$ cat config.mk
export PLATFORM = sky130hd
export DESIGN_NAME = bpgpio_top
export DESIGN_NICKNAME = d
export VERILOG_FILES = /design/src/bpgpio_pkg.sv /design/src/bpgpio_sync2.sv /design/src/bpgpio_pad.sv /design/src/bpgpio_top.sv
export SDC_FILE = /design/constraint.sdc
export NUM_CORES = 1
export LEC_CHECK = 0
export ABC_AREA = 1
export BUFFER_PORTS_ARGS = -buffer_cell sky130_fd_sc_hd__buf_2
export CAP_MARGIN = 20
export CORE_MARGIN = 1
export CORE_UTILIZATION = 44
export CTS_CLUSTER_SIZE = 12
export DETAILED_ROUTE_END_ITERATION = 6
export GPL_ROUTABILITY_DRIVEN = 0
export PLACE_DENSITY = 0.81
export SLEW_MARGIN = 40
export SYNTH_ARGS = -nofsm -noshare
export SYNTH_HDL_FRONTEND = slang
export SYNTH_SLANG_ARGS = --single-unit
export TNS_END_PERCENT = 10
$ cat constraint.sdc
create_clock -name sys_clk -period 4.2 [get_ports sys_clk]
set_input_delay 0.84 -clock sys_clk [delete_from_list [all_inputs] [get_ports sys_clk]]
set_output_delay 0.84 -clock sys_clk [all_outputs]
set_load 0.1 [all_outputs]
$ cat src/bpgpio_pkg.sv
// package: register map, reset values and field layout of the byte port
package bpgpio_pkg;
    // word indices of the three registers (low 20 bits); each register owns
    // one aligned 32-bit word, so its byte address is four times its index
    localparam logic [19:0] BPGPIO_PIN_DIRECTION_IDX    = 20'hee003;
    localparam logic [19:0] BPGPIO_PULLUP_ENABLE_IDX    = 20'hee03e;
    localparam logic [19:0] BPGPIO_PIN_OUTPUT_DATA_IDX  = 20'hfffd3;
    localparam logic [21:0] BPGPIO_PIN_DIRECTION_ADDR   = {BPGPIO_PIN_DIRECTION_IDX, 2'b00};
    localparam logic [21:0] BPGPIO_PULLUP_ENABLE_ADDR   = {BPGPIO_PULLUP_ENABLE_IDX, 2'b00};
    localparam logic [21:0] BPGPIO_PIN_OUTPUT_DATA_ADDR = {BPGPIO_PIN_OUTPUT_DATA_IDX, 2'b00};
    // reset values
    localparam logic [7:0]  BPGPIO_PIN_DIRECTION_RST    = 8'h00;
    localparam logic [7:0]  BPGPIO_PULLUP_ENABLE_RST    = 8'h00;
    localparam logic [7:0]  BPGPIO_PIN_OUTPUT_DATA_RST  = 8'h00;
    // field layout
    localparam int          BPGPIO_PINS                 = 8;
    localparam int          BPGPIO_AREAS                = 8;
    localparam logic [31:0] BPGPIO_RD_ZERO              = 32'h0000_0000;
    // write-only direction register reads back as this value
    localparam logic [7:0]  BPGPIO_WO_READ_VAL          = 8'h00;
endpackage : bpgpio_pkg

$ cat src/bpgpio_sync2.sv
// two-flop synchroniser for the eight pin inputs
`timescale 1ns/1ns
`default_nettype none
module bpgpio_sync2
    import bpgpio_pkg::*;
#(
    parameter int W = 8
)(
    input  wire logic         sys_clk,
    input  wire logic         arst_n,
    input  wire logic [W-1:0] async_in,
    output logic      [W-1:0] sync_out
);
    typedef struct packed {
        logic [W-1:0] meta;
        logic [W-1:0] stab;
    } bpgpio_sync_t;

    bpgpio_sync_t st_r;
    bpgpio_sync_t st_nxt;

    // second flop alone reads the first
    always_comb
    begin
        st_nxt.meta = async_in;
        st_nxt.stab = st_r.meta;
    end

    always_ff @(posedge sys_clk or negedge arst_n)
    begin
        if (!arst_n)
            st_r <= '0;
        else
            st_r <= st_nxt;
    end

    assign sync_out = st_r.stab;
endmodule : bpgpio_sync2
`default_nettype wire

$ cat src/bpgpio_pad.sv
// one pad slice: selects bus or port drive and the pull-up for one pin
`timescale 1ns/1ns
`default_nettype none
module bpgpio_pad
    import bpgpio_pkg::*;
(
    input  wire logic bus16,
    input  wire logic hw_standby,
    input  wire logic dir,
    input  wire logic dout,
    input  wire logic pu_en,
    input  wire logic bus_oe,
    input  wire logic bus_out,
    output logic      pin_oe,
    output logic      pin_out,
    output logic      pin_pullup
);
    // wide bus owns the pin whatever the direction bit holds
    always_comb
    begin
        if (bus16)
        begin
            pin_oe  = bus_oe;
            pin_out = bus_out;
        end
        else
        begin
            pin_oe  = dir & ~hw_standby;
            pin_out = dout;
        end
        // pull-up only on narrow-bus inputs, off in hardware standby
        pin_pullup = ~bus16 & ~hw_standby & ~dir & pu_en;
    end
endmodule : bpgpio_pad
`default_nettype wire

$ cat src/bpgpio_top.sv
// byte port: eight-pin general-purpose i/o shared with the upper data bus
//
// Contract
// - port is gpio only when all areas 8-bit
// - 16-bit mode: pins carry bus regardless direction
// - 8-bit mode: direction 1 drives, 0 inputs
// - direction register eight bits, write only
// - direction clears on reset, hardware standby
// - width config, direction kept in software standby
// - output pins keep driving in software standby
// - data register read/write, drives output pins
// - read gives data bit or live pin
// - data register clears reset, hardware standby only
// - pull-up on when enable 1, direction 0
// - pull-up register read/write, clears like others
// - pull-ups off in reset, hardware standby, 16-bit
`timescale 1ns/1ns
`default_nettype none
module bpgpio_top
    import bpgpio_pkg::*;
(
    input  wire logic                    sys_clk,
    input  wire logic                    arst_n,
    // apb slave
    input  wire logic                    psel,
    input  wire logic                    penable,
    input  wire logic                    pwrite,
    input  wire logic [21:0]             paddr,
    input  wire logic [31:0]             pwdata,
    input  wire logic [3:0]              pstrb,
    output logic      [31:0]             prdata,
    output logic                         pready,
    output logic                         pslverr,
    // system state from the bus controller and power control
    input  wire logic [BPGPIO_AREAS-1:0] area_width_config,
    input  wire logic                    hw_standby,
    input  wire logic                    sw_standby,
    input  wire logic [BPGPIO_PINS-1:0]  bus_data_oe,
    input  wire logic [BPGPIO_PINS-1:0]  bus_data_out,
    output logic      [BPGPIO_PINS-1:0]  bus_data_in,
    output logic                         bus16_mode,
    // pins
    input  wire logic [BPGPIO_PINS-1:0]  pin_in,
    output logic      [BPGPIO_PINS-1:0]  pin_out,
    output logic      [BPGPIO_PINS-1:0]  pin_oe,
    output logic      [BPGPIO_PINS-1:0]  pin_pullup
);
    // ----------------------------------------------------------------
    // state
    // ----------------------------------------------------------------
    // all register state lives in one word so that reset and standby
    // clear it in one place; rdata and err are the bus answer prepared
    // in the setup cycle, so the access cycle needs no wait state
    typedef struct packed {
        logic [7:0]  pin_direction;
        logic [7:0]  pin_output_data;
        logic [7:0]  pullup_enable;
        logic [31:0] rdata;
        logic        err;
    } bpgpio_state_t;

    bpgpio_state_t st_r;
    bpgpio_state_t st_nxt;

    logic [BPGPIO_PINS-1:0] pin_sync;
    logic                   hit_dir;
    logic                   hit_pu;
    logic                   hit_dat;
    logic                   hit_any;
    logic                   acc;
    logic [7:0]             port_read;

    // ----------------------------------------------------------------
    // pin input synchroniser
    // ----------------------------------------------------------------
    bpgpio_sync2 #(.W(BPGPIO_PINS)) u_sync (
        .sys_clk  (sys_clk),
        .arst_n   (arst_n),
        .async_in (pin_in),
        .sync_out (pin_sync)
    );

    // pin levels arrive two cycles late; a read just after a far-side
    // change may still show the old level, which software must allow for
    // any 16-bit area turns the port into the upper data bus
    assign bus16_mode  = |area_width_config;
    assign bus_data_in = pin_sync;

    // ----------------------------------------------------------------
    // apb decode
    // ----------------------------------------------------------------
    assign hit_dir = (paddr == BPGPIO_PIN_DIRECTION_ADDR);
    assign hit_pu  = (paddr == BPGPIO_PULLUP_ENABLE_ADDR);
    assign hit_dat = (paddr == BPGPIO_PIN_OUTPUT_DATA_ADDR);
    // one wait-free access phase; answer comes in the access cycle
    assign acc     = psel & penable;

    // register map, word aligned: each register owns one 32-bit word and
    // only bits 7:0 carry state; the upper bits read zero, ignore writes.
    //   pin_direction   write only, reads back a fixed value
    //   pullup_enable   read/write
    //   pin_output_data read/write, reads mix stored bits and live pins
    // any other word completes with pslverr and no effect, so a stray
    // pointer cannot disturb the port.
    // only lane 0 holds state, so pstrb[0] alone gates a write; a write
    // with lane 0 off is a legal no-op
    assign hit_any = hit_dir | hit_pu | hit_dat;

    // outputs pins hold their stored bit, inputs show the live level
    assign port_read = (st_r.pin_direction & st_r.pin_output_data)
                     | (~st_r.pin_direction & pin_sync);

    // register next state; setup cycle samples read data
    always_comb
    begin
        st_nxt = st_r;
        if (hw_standby)
        begin
            // hardware standby clears, software standby does not
            st_nxt.pin_direction   = BPGPIO_PIN_DIRECTION_RST;
            st_nxt.pin_output_data = BPGPIO_PIN_OUTPUT_DATA_RST;
            st_nxt.pullup_enable   = BPGPIO_PULLUP_ENABLE_RST;
        end
        else if (acc && pwrite && pstrb[0])
        begin
            // sw_standby deliberately absent: contents are kept
            if (hit_dir)
                st_nxt.pin_direction = pwdata[7:0];
            if (hit_dat)
                st_nxt.pin_output_data = pwdata[7:0];
            if (hit_pu)
                st_nxt.pullup_enable = pwdata[7:0];
        end
        // read data prepared in the setup cycle, stable in access phase
        if (psel && !penable)
        begin
            st_nxt.err   = ~(hit_dir | hit_pu | hit_dat);
            st_nxt.rdata = BPGPIO_RD_ZERO;
            if (!pwrite)
            begin
                if (hit_dat)
                    st_nxt.rdata[7:0] = port_read;
                else if (hit_pu)
                    st_nxt.rdata[7:0] = st_r.pullup_enable;
                else if (hit_dir)
                    st_nxt.rdata[7:0] = BPGPIO_WO_READ_VAL;
            end
        end
    end

    always_ff @(posedge sys_clk or negedge arst_n)
    begin
        if (!arst_n)
        begin
            st_r                 <= '0;
            st_r.pin_direction   <= BPGPIO_PIN_DIRECTION_RST;
            st_r.pin_output_data <= BPGPIO_PIN_OUTPUT_DATA_RST;
            st_r.pullup_enable   <= BPGPIO_PULLUP_ENABLE_RST;
        end
        else
            st_r <= st_nxt;
    end

    assign prdata  = st_r.rdata;
    assign pready  = 1'b1;
    assign pslverr = acc & st_r.err;

    // ----------------------------------------------------------------
    // pad slices
    // ----------------------------------------------------------------
    // each slice chooses between bus controller and port registers; the
    // choice is combinational so a change of bus width takes effect at
    // once, with no cycle in which the old owner still drives the pin
    genvar g;
    generate
        for (g = 0; g < BPGPIO_PINS; g++)
        begin : g_pad
            // sw_standby does not reach the pad, so outputs keep driving
            bpgpio_pad u_pad (
                .bus16      (bus16_mode),
                .hw_standby (hw_standby),
                .dir        (st_r.pin_direction[g]),
                .dout       (st_r.pin_output_data[g]),
                .pu_en      (st_r.pullup_enable[g]),
                .bus_oe     (bus_data_oe[g]),
                .bus_out    (bus_data_out[g]),
                .pin_oe     (pin_oe[g]),
                .pin_out    (pin_out[g]),
                .pin_pullup (pin_pullup[g])
            );
        end
    endgenerate

    // ----------------------------------------------------------------
    // per-pin checks: a failure names the slice at fault
    // ----------------------------------------------------------------
    genvar k;
    generate
        for (k = 0; k < BPGPIO_PINS; k++)
        begin : g_pin_chk

        end
    endgenerate
endmodule : bpgpio_top
`default_nettype wire

## After elaboration in Yosys (flattened, before gate mapping)

Cells that the tools add are included.
W data, S select, Z words.

| storage, ports and cells | value |
|---|---|
| bits of input ports | 97 |
| word-level logic and storage cells | 90 |
| register bits after elaboration | 49 |
| output and inout bits | 67 |

| operators by class | value |
|---|---|
| bitwise operators | 44 |
| reduce and logical (&&, ||, !) cells | 12 |
| eq/ne operators | 3 |
| muxes and demuxes | 24 |

Operators by type and width:

| cell | count |
|---|---|
| $eq A22 B22 Y1 const B | 3 |
| $mux W24 | 2 |
| $mux W8 | 6 |
| $and A1 B1 Y1 | 27 |
| $and A8 B8 Y8 | 2 |
| $mux W1 | 16 |
| $not A1 Y1 | 11 |
| $not A8 Y8 | 1 |
| $or A8 B8 Y8 | 1 |
| $reduce_bool A2 Y1 | 4 |
| $reduce_or A8 Y1 | 1 |
| $reduce_and A2 Y1 | 3 |
| $logic_and A1 B1 Y1 | 3 |
| $or A1 B1 Y1 | 2 |
| $logic_not A1 Y1 | 1 |

## Longest topological paths before layout

| logic depth | value |
|---|---|
| word-level depth | 5 |
| mapped depth | 9 |
| depth with buffers taken out | 9 |

## Modules after synthesis

A second synthesis with hierarchy kept.

| unflattened totals | value |
|---|---|
| cells, all modules | 385 |
| area, all modules | 2986.6 µm² |

Modules (own cells, without submodules):

| module | area an instance (µm²) | instances | cells each | sequential area each (µm²) |
|---|---|---|---|---|
| bpgpio_top | 2205.9 | 1 | 281 | 825.8 |
| bpgpio_sync2 | 400.4 | 1 | 16 | 400.4 |
| bpgpio_pad | 47.5 | 8 | 11 | 0.0 |

## Worst setup path before layout

No wires, ideal clock.

| timing | value |
|---|---|
| path kind | input to output |
| from | input port area_width_config[0] |
| to | output port pin_out[0] |
| data required time | 3360 ps |
| cell stages on the path | 8 |
| path buffers | 2 |
| data arrival time | 2556 ps |
| slack | 804 ps |
| path through | nor2_1 -> nand2_1 -> nor2_1 -> inv_2 -> clkbuf_1 -> nand2_1 -> o21ai_0 -> buf_4 |

| between the ends | value |
|---|---|
| longest elaborated chain between the ends | 2 |

Ends and longest elaborated chain:

| what | line | text |
|---|---|---|
| start, declared | bpgpio_top.sv:35 | `input wire logic [BPGPIO_AREAS-1:0] area_width_config,` |
| $reduce_or A8 Y1 | bpgpio_top.sv:86 | `assign bus16_mode = \|area_width_config;` |
| named net bus16_mode | bpgpio_top.sv:41 | `output logic bus16_mode,` |
| $mux W1 | bpgpio_pad.sv:21 | `if (bus16)` |
| end, declared | bpgpio_top.sv:44 | `output logic [BPGPIO_PINS-1:0] pin_out,` |

The timed path passes the listed nets, and every way through them passes these cells.

## Worst setup path after layout

| timing | value |
|---|---|
| from | input port area_width_config[0] |
| to | output port pin_oe[1] |

| between the ends | value |
|---|---|
| longest elaborated chain between the ends | 2 |

Ends and longest elaborated chain:

| what | line | text |
|---|---|---|
| $reduce_or A8 Y1 | bpgpio_top.sv:86 |  |
| $mux W1 | bpgpio_pad.sv:21 |  |
| end, declared | bpgpio_top.sv:45 | `output logic [BPGPIO_PINS-1:0] pin_oe,` |

Every way passes these cells.

==> results.md <==
* Outcome: finished, final reports clean
* Pre-CTS WS at 0.899 ns
* Largest stage delay, worst path at 0.48 ns
* Clock buffer depth at 2
* Yosys Warn Count at 0
* Adder-Cell Fraction of Synth Area at 0
* Iter 0 DRT Violations at 195
* WP data arrival at 2.46 ns
* Vias in the first global route at 2721
* Synth Register Bits at 49
* Sequential power share at 0.452
* Die Wd at 87.5 um
* Worst Tran Pin Value at 0.602 ns
* Root Driver: clkbuf_8
* Area delta synth->final at 12.1%
* Required @ worst endpoint at 3.36 ns
* Die Ht at 87.5 um
* Final Net Count at 605
* CTS resizes at 0
* Leakage at 2.18 nW
* Worst Setup End Kind: primary output
* Synth Area in Compound Gates at 0.0545
* Clk_skew at 0.00931 ns
* Worst Setup Path Type: primary input to primary output
* Synth cell types at 28
* Hold path endpoint: u_sync.sync_out[1]
* Critical path cell sequence: buf_2, nor2_1, nand2_1, nor2_1, nand2_1, o21ai_0, buf_2
* Internal power consumption at 0.660 mW
* Sequential area share after synthesis at 0.382
* PnR worst setup slack at 0.904 ns
* Core footprint at 6910 um2
* Vias per cell at 4.69
* Hold path depth at 0
* Largest net degree at the start of global routing at 50
* Reg2Reg Setup Slack at 3.05 ns
* Buffer count from post-CTS setup fixing at 0
* CP delay by family, top: simple AND/OR/NAND/NOR gates
* First-pass GRT wire length at 11900 um
* Post-synthesis mux area share at 0
* Post-synthesis area per instance at 7.44 um2
* Slew Viols, Final at 0
* Antenna violations before repair at 0
* Final wirelength at 7220 um
* Port bufs at 110
* Hold crit path type: register to register
* Logic pwr share at 0.277
* Hold_sp: u_sync.st_nxt[1]
* CTS Hold Bufs at 0
* Antenna Nets Post-Route at 0
* Fin crit period at 3.30 ns
* Crit-path max FO at 16
* Grt total ovfl at 0
* Total GRT Usage at 0.202
* Worst r2r dst: prdata[5]
* Power Dens Cells at 297 nW/um2
* Crit start category: primary input
* I/O pin count at 164
* Sw power at 0.412 mW
* Clock Power Share at 0.271
* Combinational family with the most area after synthesis: simple AND/OR/NAND/NOR gates
* H-tree levels at 2
* Fraction of layout cells with a size suffix above 1 at 0.299
* Dpl hpwl at 5720 um
* Register-to-Register Path Depth at 6
* Worst-path clk slew at 0.08 ns
* Wirelength per Cell at 11.9 um
* CP max-delay cell: buf_2
* Die area at 7650 um2
* R2R Path Start: st_r[54]
* RSZ-0062 raised after global routing: no
* Clock Latency Late Sink at 0.31 ns
* Post-Syn Instances at 432
* Critical Path Source: area_width_config[0]
* Num CTS Buffers at 5
* Endpoints failing setup at 0
* Switching share of power at 0.384
* Rows at 30
* ANT cells at 0
* Mapped Area at 3210 um2
* Max-cap violations at 0
* Crit share post-route at 0.785
* CTS tree: built
* Fmax at 0.303 GHz
* Hold Fails Final Rpt at 0
* CP Buf/Inv Count at 2
* Post-Synth XOR/XNOR Area at 0
* Worst VDD drop at 0.000185 V
* DRC at 0
* Starting Density at 0.465
* DR pass1 iterations at 4
* Clock Sink Count at 49
* Simple-gate portion of the synthesized area at 0.346
* Routed via count at 2838
* Fin Setup TNS at 0 ns
* Max-slew headroom at 0.599
[kinds of logic (layout without fill, tap and decap cells)]
group	after synthesis	count (layout)
compound gates	32	32
buf+inv	123	177
flops	49	49
other cells	2	25
simple gates	226	226
[area by class of cell]
cell class / instances / area, um2
Tap cell: 96 / 120
Multi-Input combinational cell: 283 / 1380
Inverter: 58 / 219
Clock buffer: 6 / 82.6
Clock inverter: 2 / 13.8
Timing Repair Buffer: 111 / 561
Fill cell: 692 / 3300
Sequential cell: 49 / 1230
[per-layer routing]
metal  global-route usage  part of all wire  vias up
li1                     -                 -     1398
met3               0.0398             0.082       15
met2                0.355              0.49      136
met5                    0                 0        -
met1                0.240              0.41     1289
met4               0.0879             0.022        0
[worst max path at each step]
stage / endpoint / cells after the start
2_1_floorplan: pin_out[0] / 8
5_1_grt: pin_oe[1] / 7
3_5_place_dp: pin_oe[1] / 7
6_report: pin_oe[1] / 7
3_3_place_gp: pin_oe[1] / 7
4_1_cts: pin_oe[1] / 7
[synthesized netlist by cell type]
| master | n | area share |
|---|---|---|
| buf_1 | 1 | 0.0012 |
| buf_2 | 1 | 0.0016 |
| buf_4 | 58 | 0.14 |
| buf_6 | 1 | 0.0035 |
| clkbuf_1 | 3 | 0.0035 |
| clkbuf_4 | 1 | 0.0023 |
| clkinv_1 | 1 | 0.0012 |
| clkinv_2 | 1 | 0.0016 |
| conb_1 | 2 | 0.0023 |
| dfrtp_1 | 49 | 0.38 |
| inv_1 | 53 | 0.062 |
| inv_2 | 3 | 0.0035 |
| nand2_1 | 137 | 0.16 |
| nand2_2 | 4 | 0.0078 |
| nand3_1 | 39 | 0.061 |
| nand3_2 | 4 | 0.012 |
| nand3_4 | 1 | 0.0055 |
| nand3b_4 | 1 | 0.0062 |
| nand4_1 | 2 | 0.0039 |
| nand4_2 | 1 | 0.0039 |
| nand4_4 | 2 | 0.013 |
| nor2_1 | 23 | 0.027 |
| nor2_2 | 5 | 0.0097 |
| nor2_4 | 3 | 0.011 |
| nor2_8 | 4 | 0.025 |
| o21ai_0 | 24 | 0.037 |
| o21ai_1 | 4 | 0.0062 |
| o21ai_2 | 4 | 0.011 |
[power by group through the flow]
stage	Sequential [mW]	Combinational (mW)	Clock, mW
final	0.484	0.297	0.290
after global routing	0.485	0.313	0.313
after CTS	0.484	0.298	0.299
after detailed placement	0.493	0.298	0
after global placement	0.493	0.294	0
after floorplan	0.522	0.234	0
[sequential cells by signal, indices dropped and copies added (netlist names)]
signal / cells
u_sync.sync_out: 8
prdata: 8
st_r: 25
u_sync.st_nxt: 8
[metrics by stage]
stage	power, mW	instance area (um2)	util	std cells	hold WS (ns)
finish	1.07	3600	0.522	605	0.353
global route	1.11	3600	0.522	605	0.361
CTS	1.08	3600	0.522	605	0.355
detailed placement	0.791	3510	0.508	597	0.336
global placement	0.787	3500	0.507	597	0.332
floorplan	0.756	3300	-	455	0.331
[worst register-to-register path, stage by stage (launching register included)]
cell and delay, ns:
dfrtp_1 0.42, o21ai_0 0.32, nand3_1 0.12, nand2_1 0.07, inv_1 0.04, nand2_1 0.05, nand2_1 0.04
[placed cells by master (no fill, tap or decap), drive strengths merged]
master  netlist  layout
buf          61     111
clkbuf        4       6
clkinv        2       4
conb          2      25
dfrtp        49      49
inv          56      56
nand2       141     141
nand3        44      44
nand3b        1       1
nand4         5       5
nor2         35      35
o21ai        32      32
Note: power is estimated with default switching activity, not from simulation.
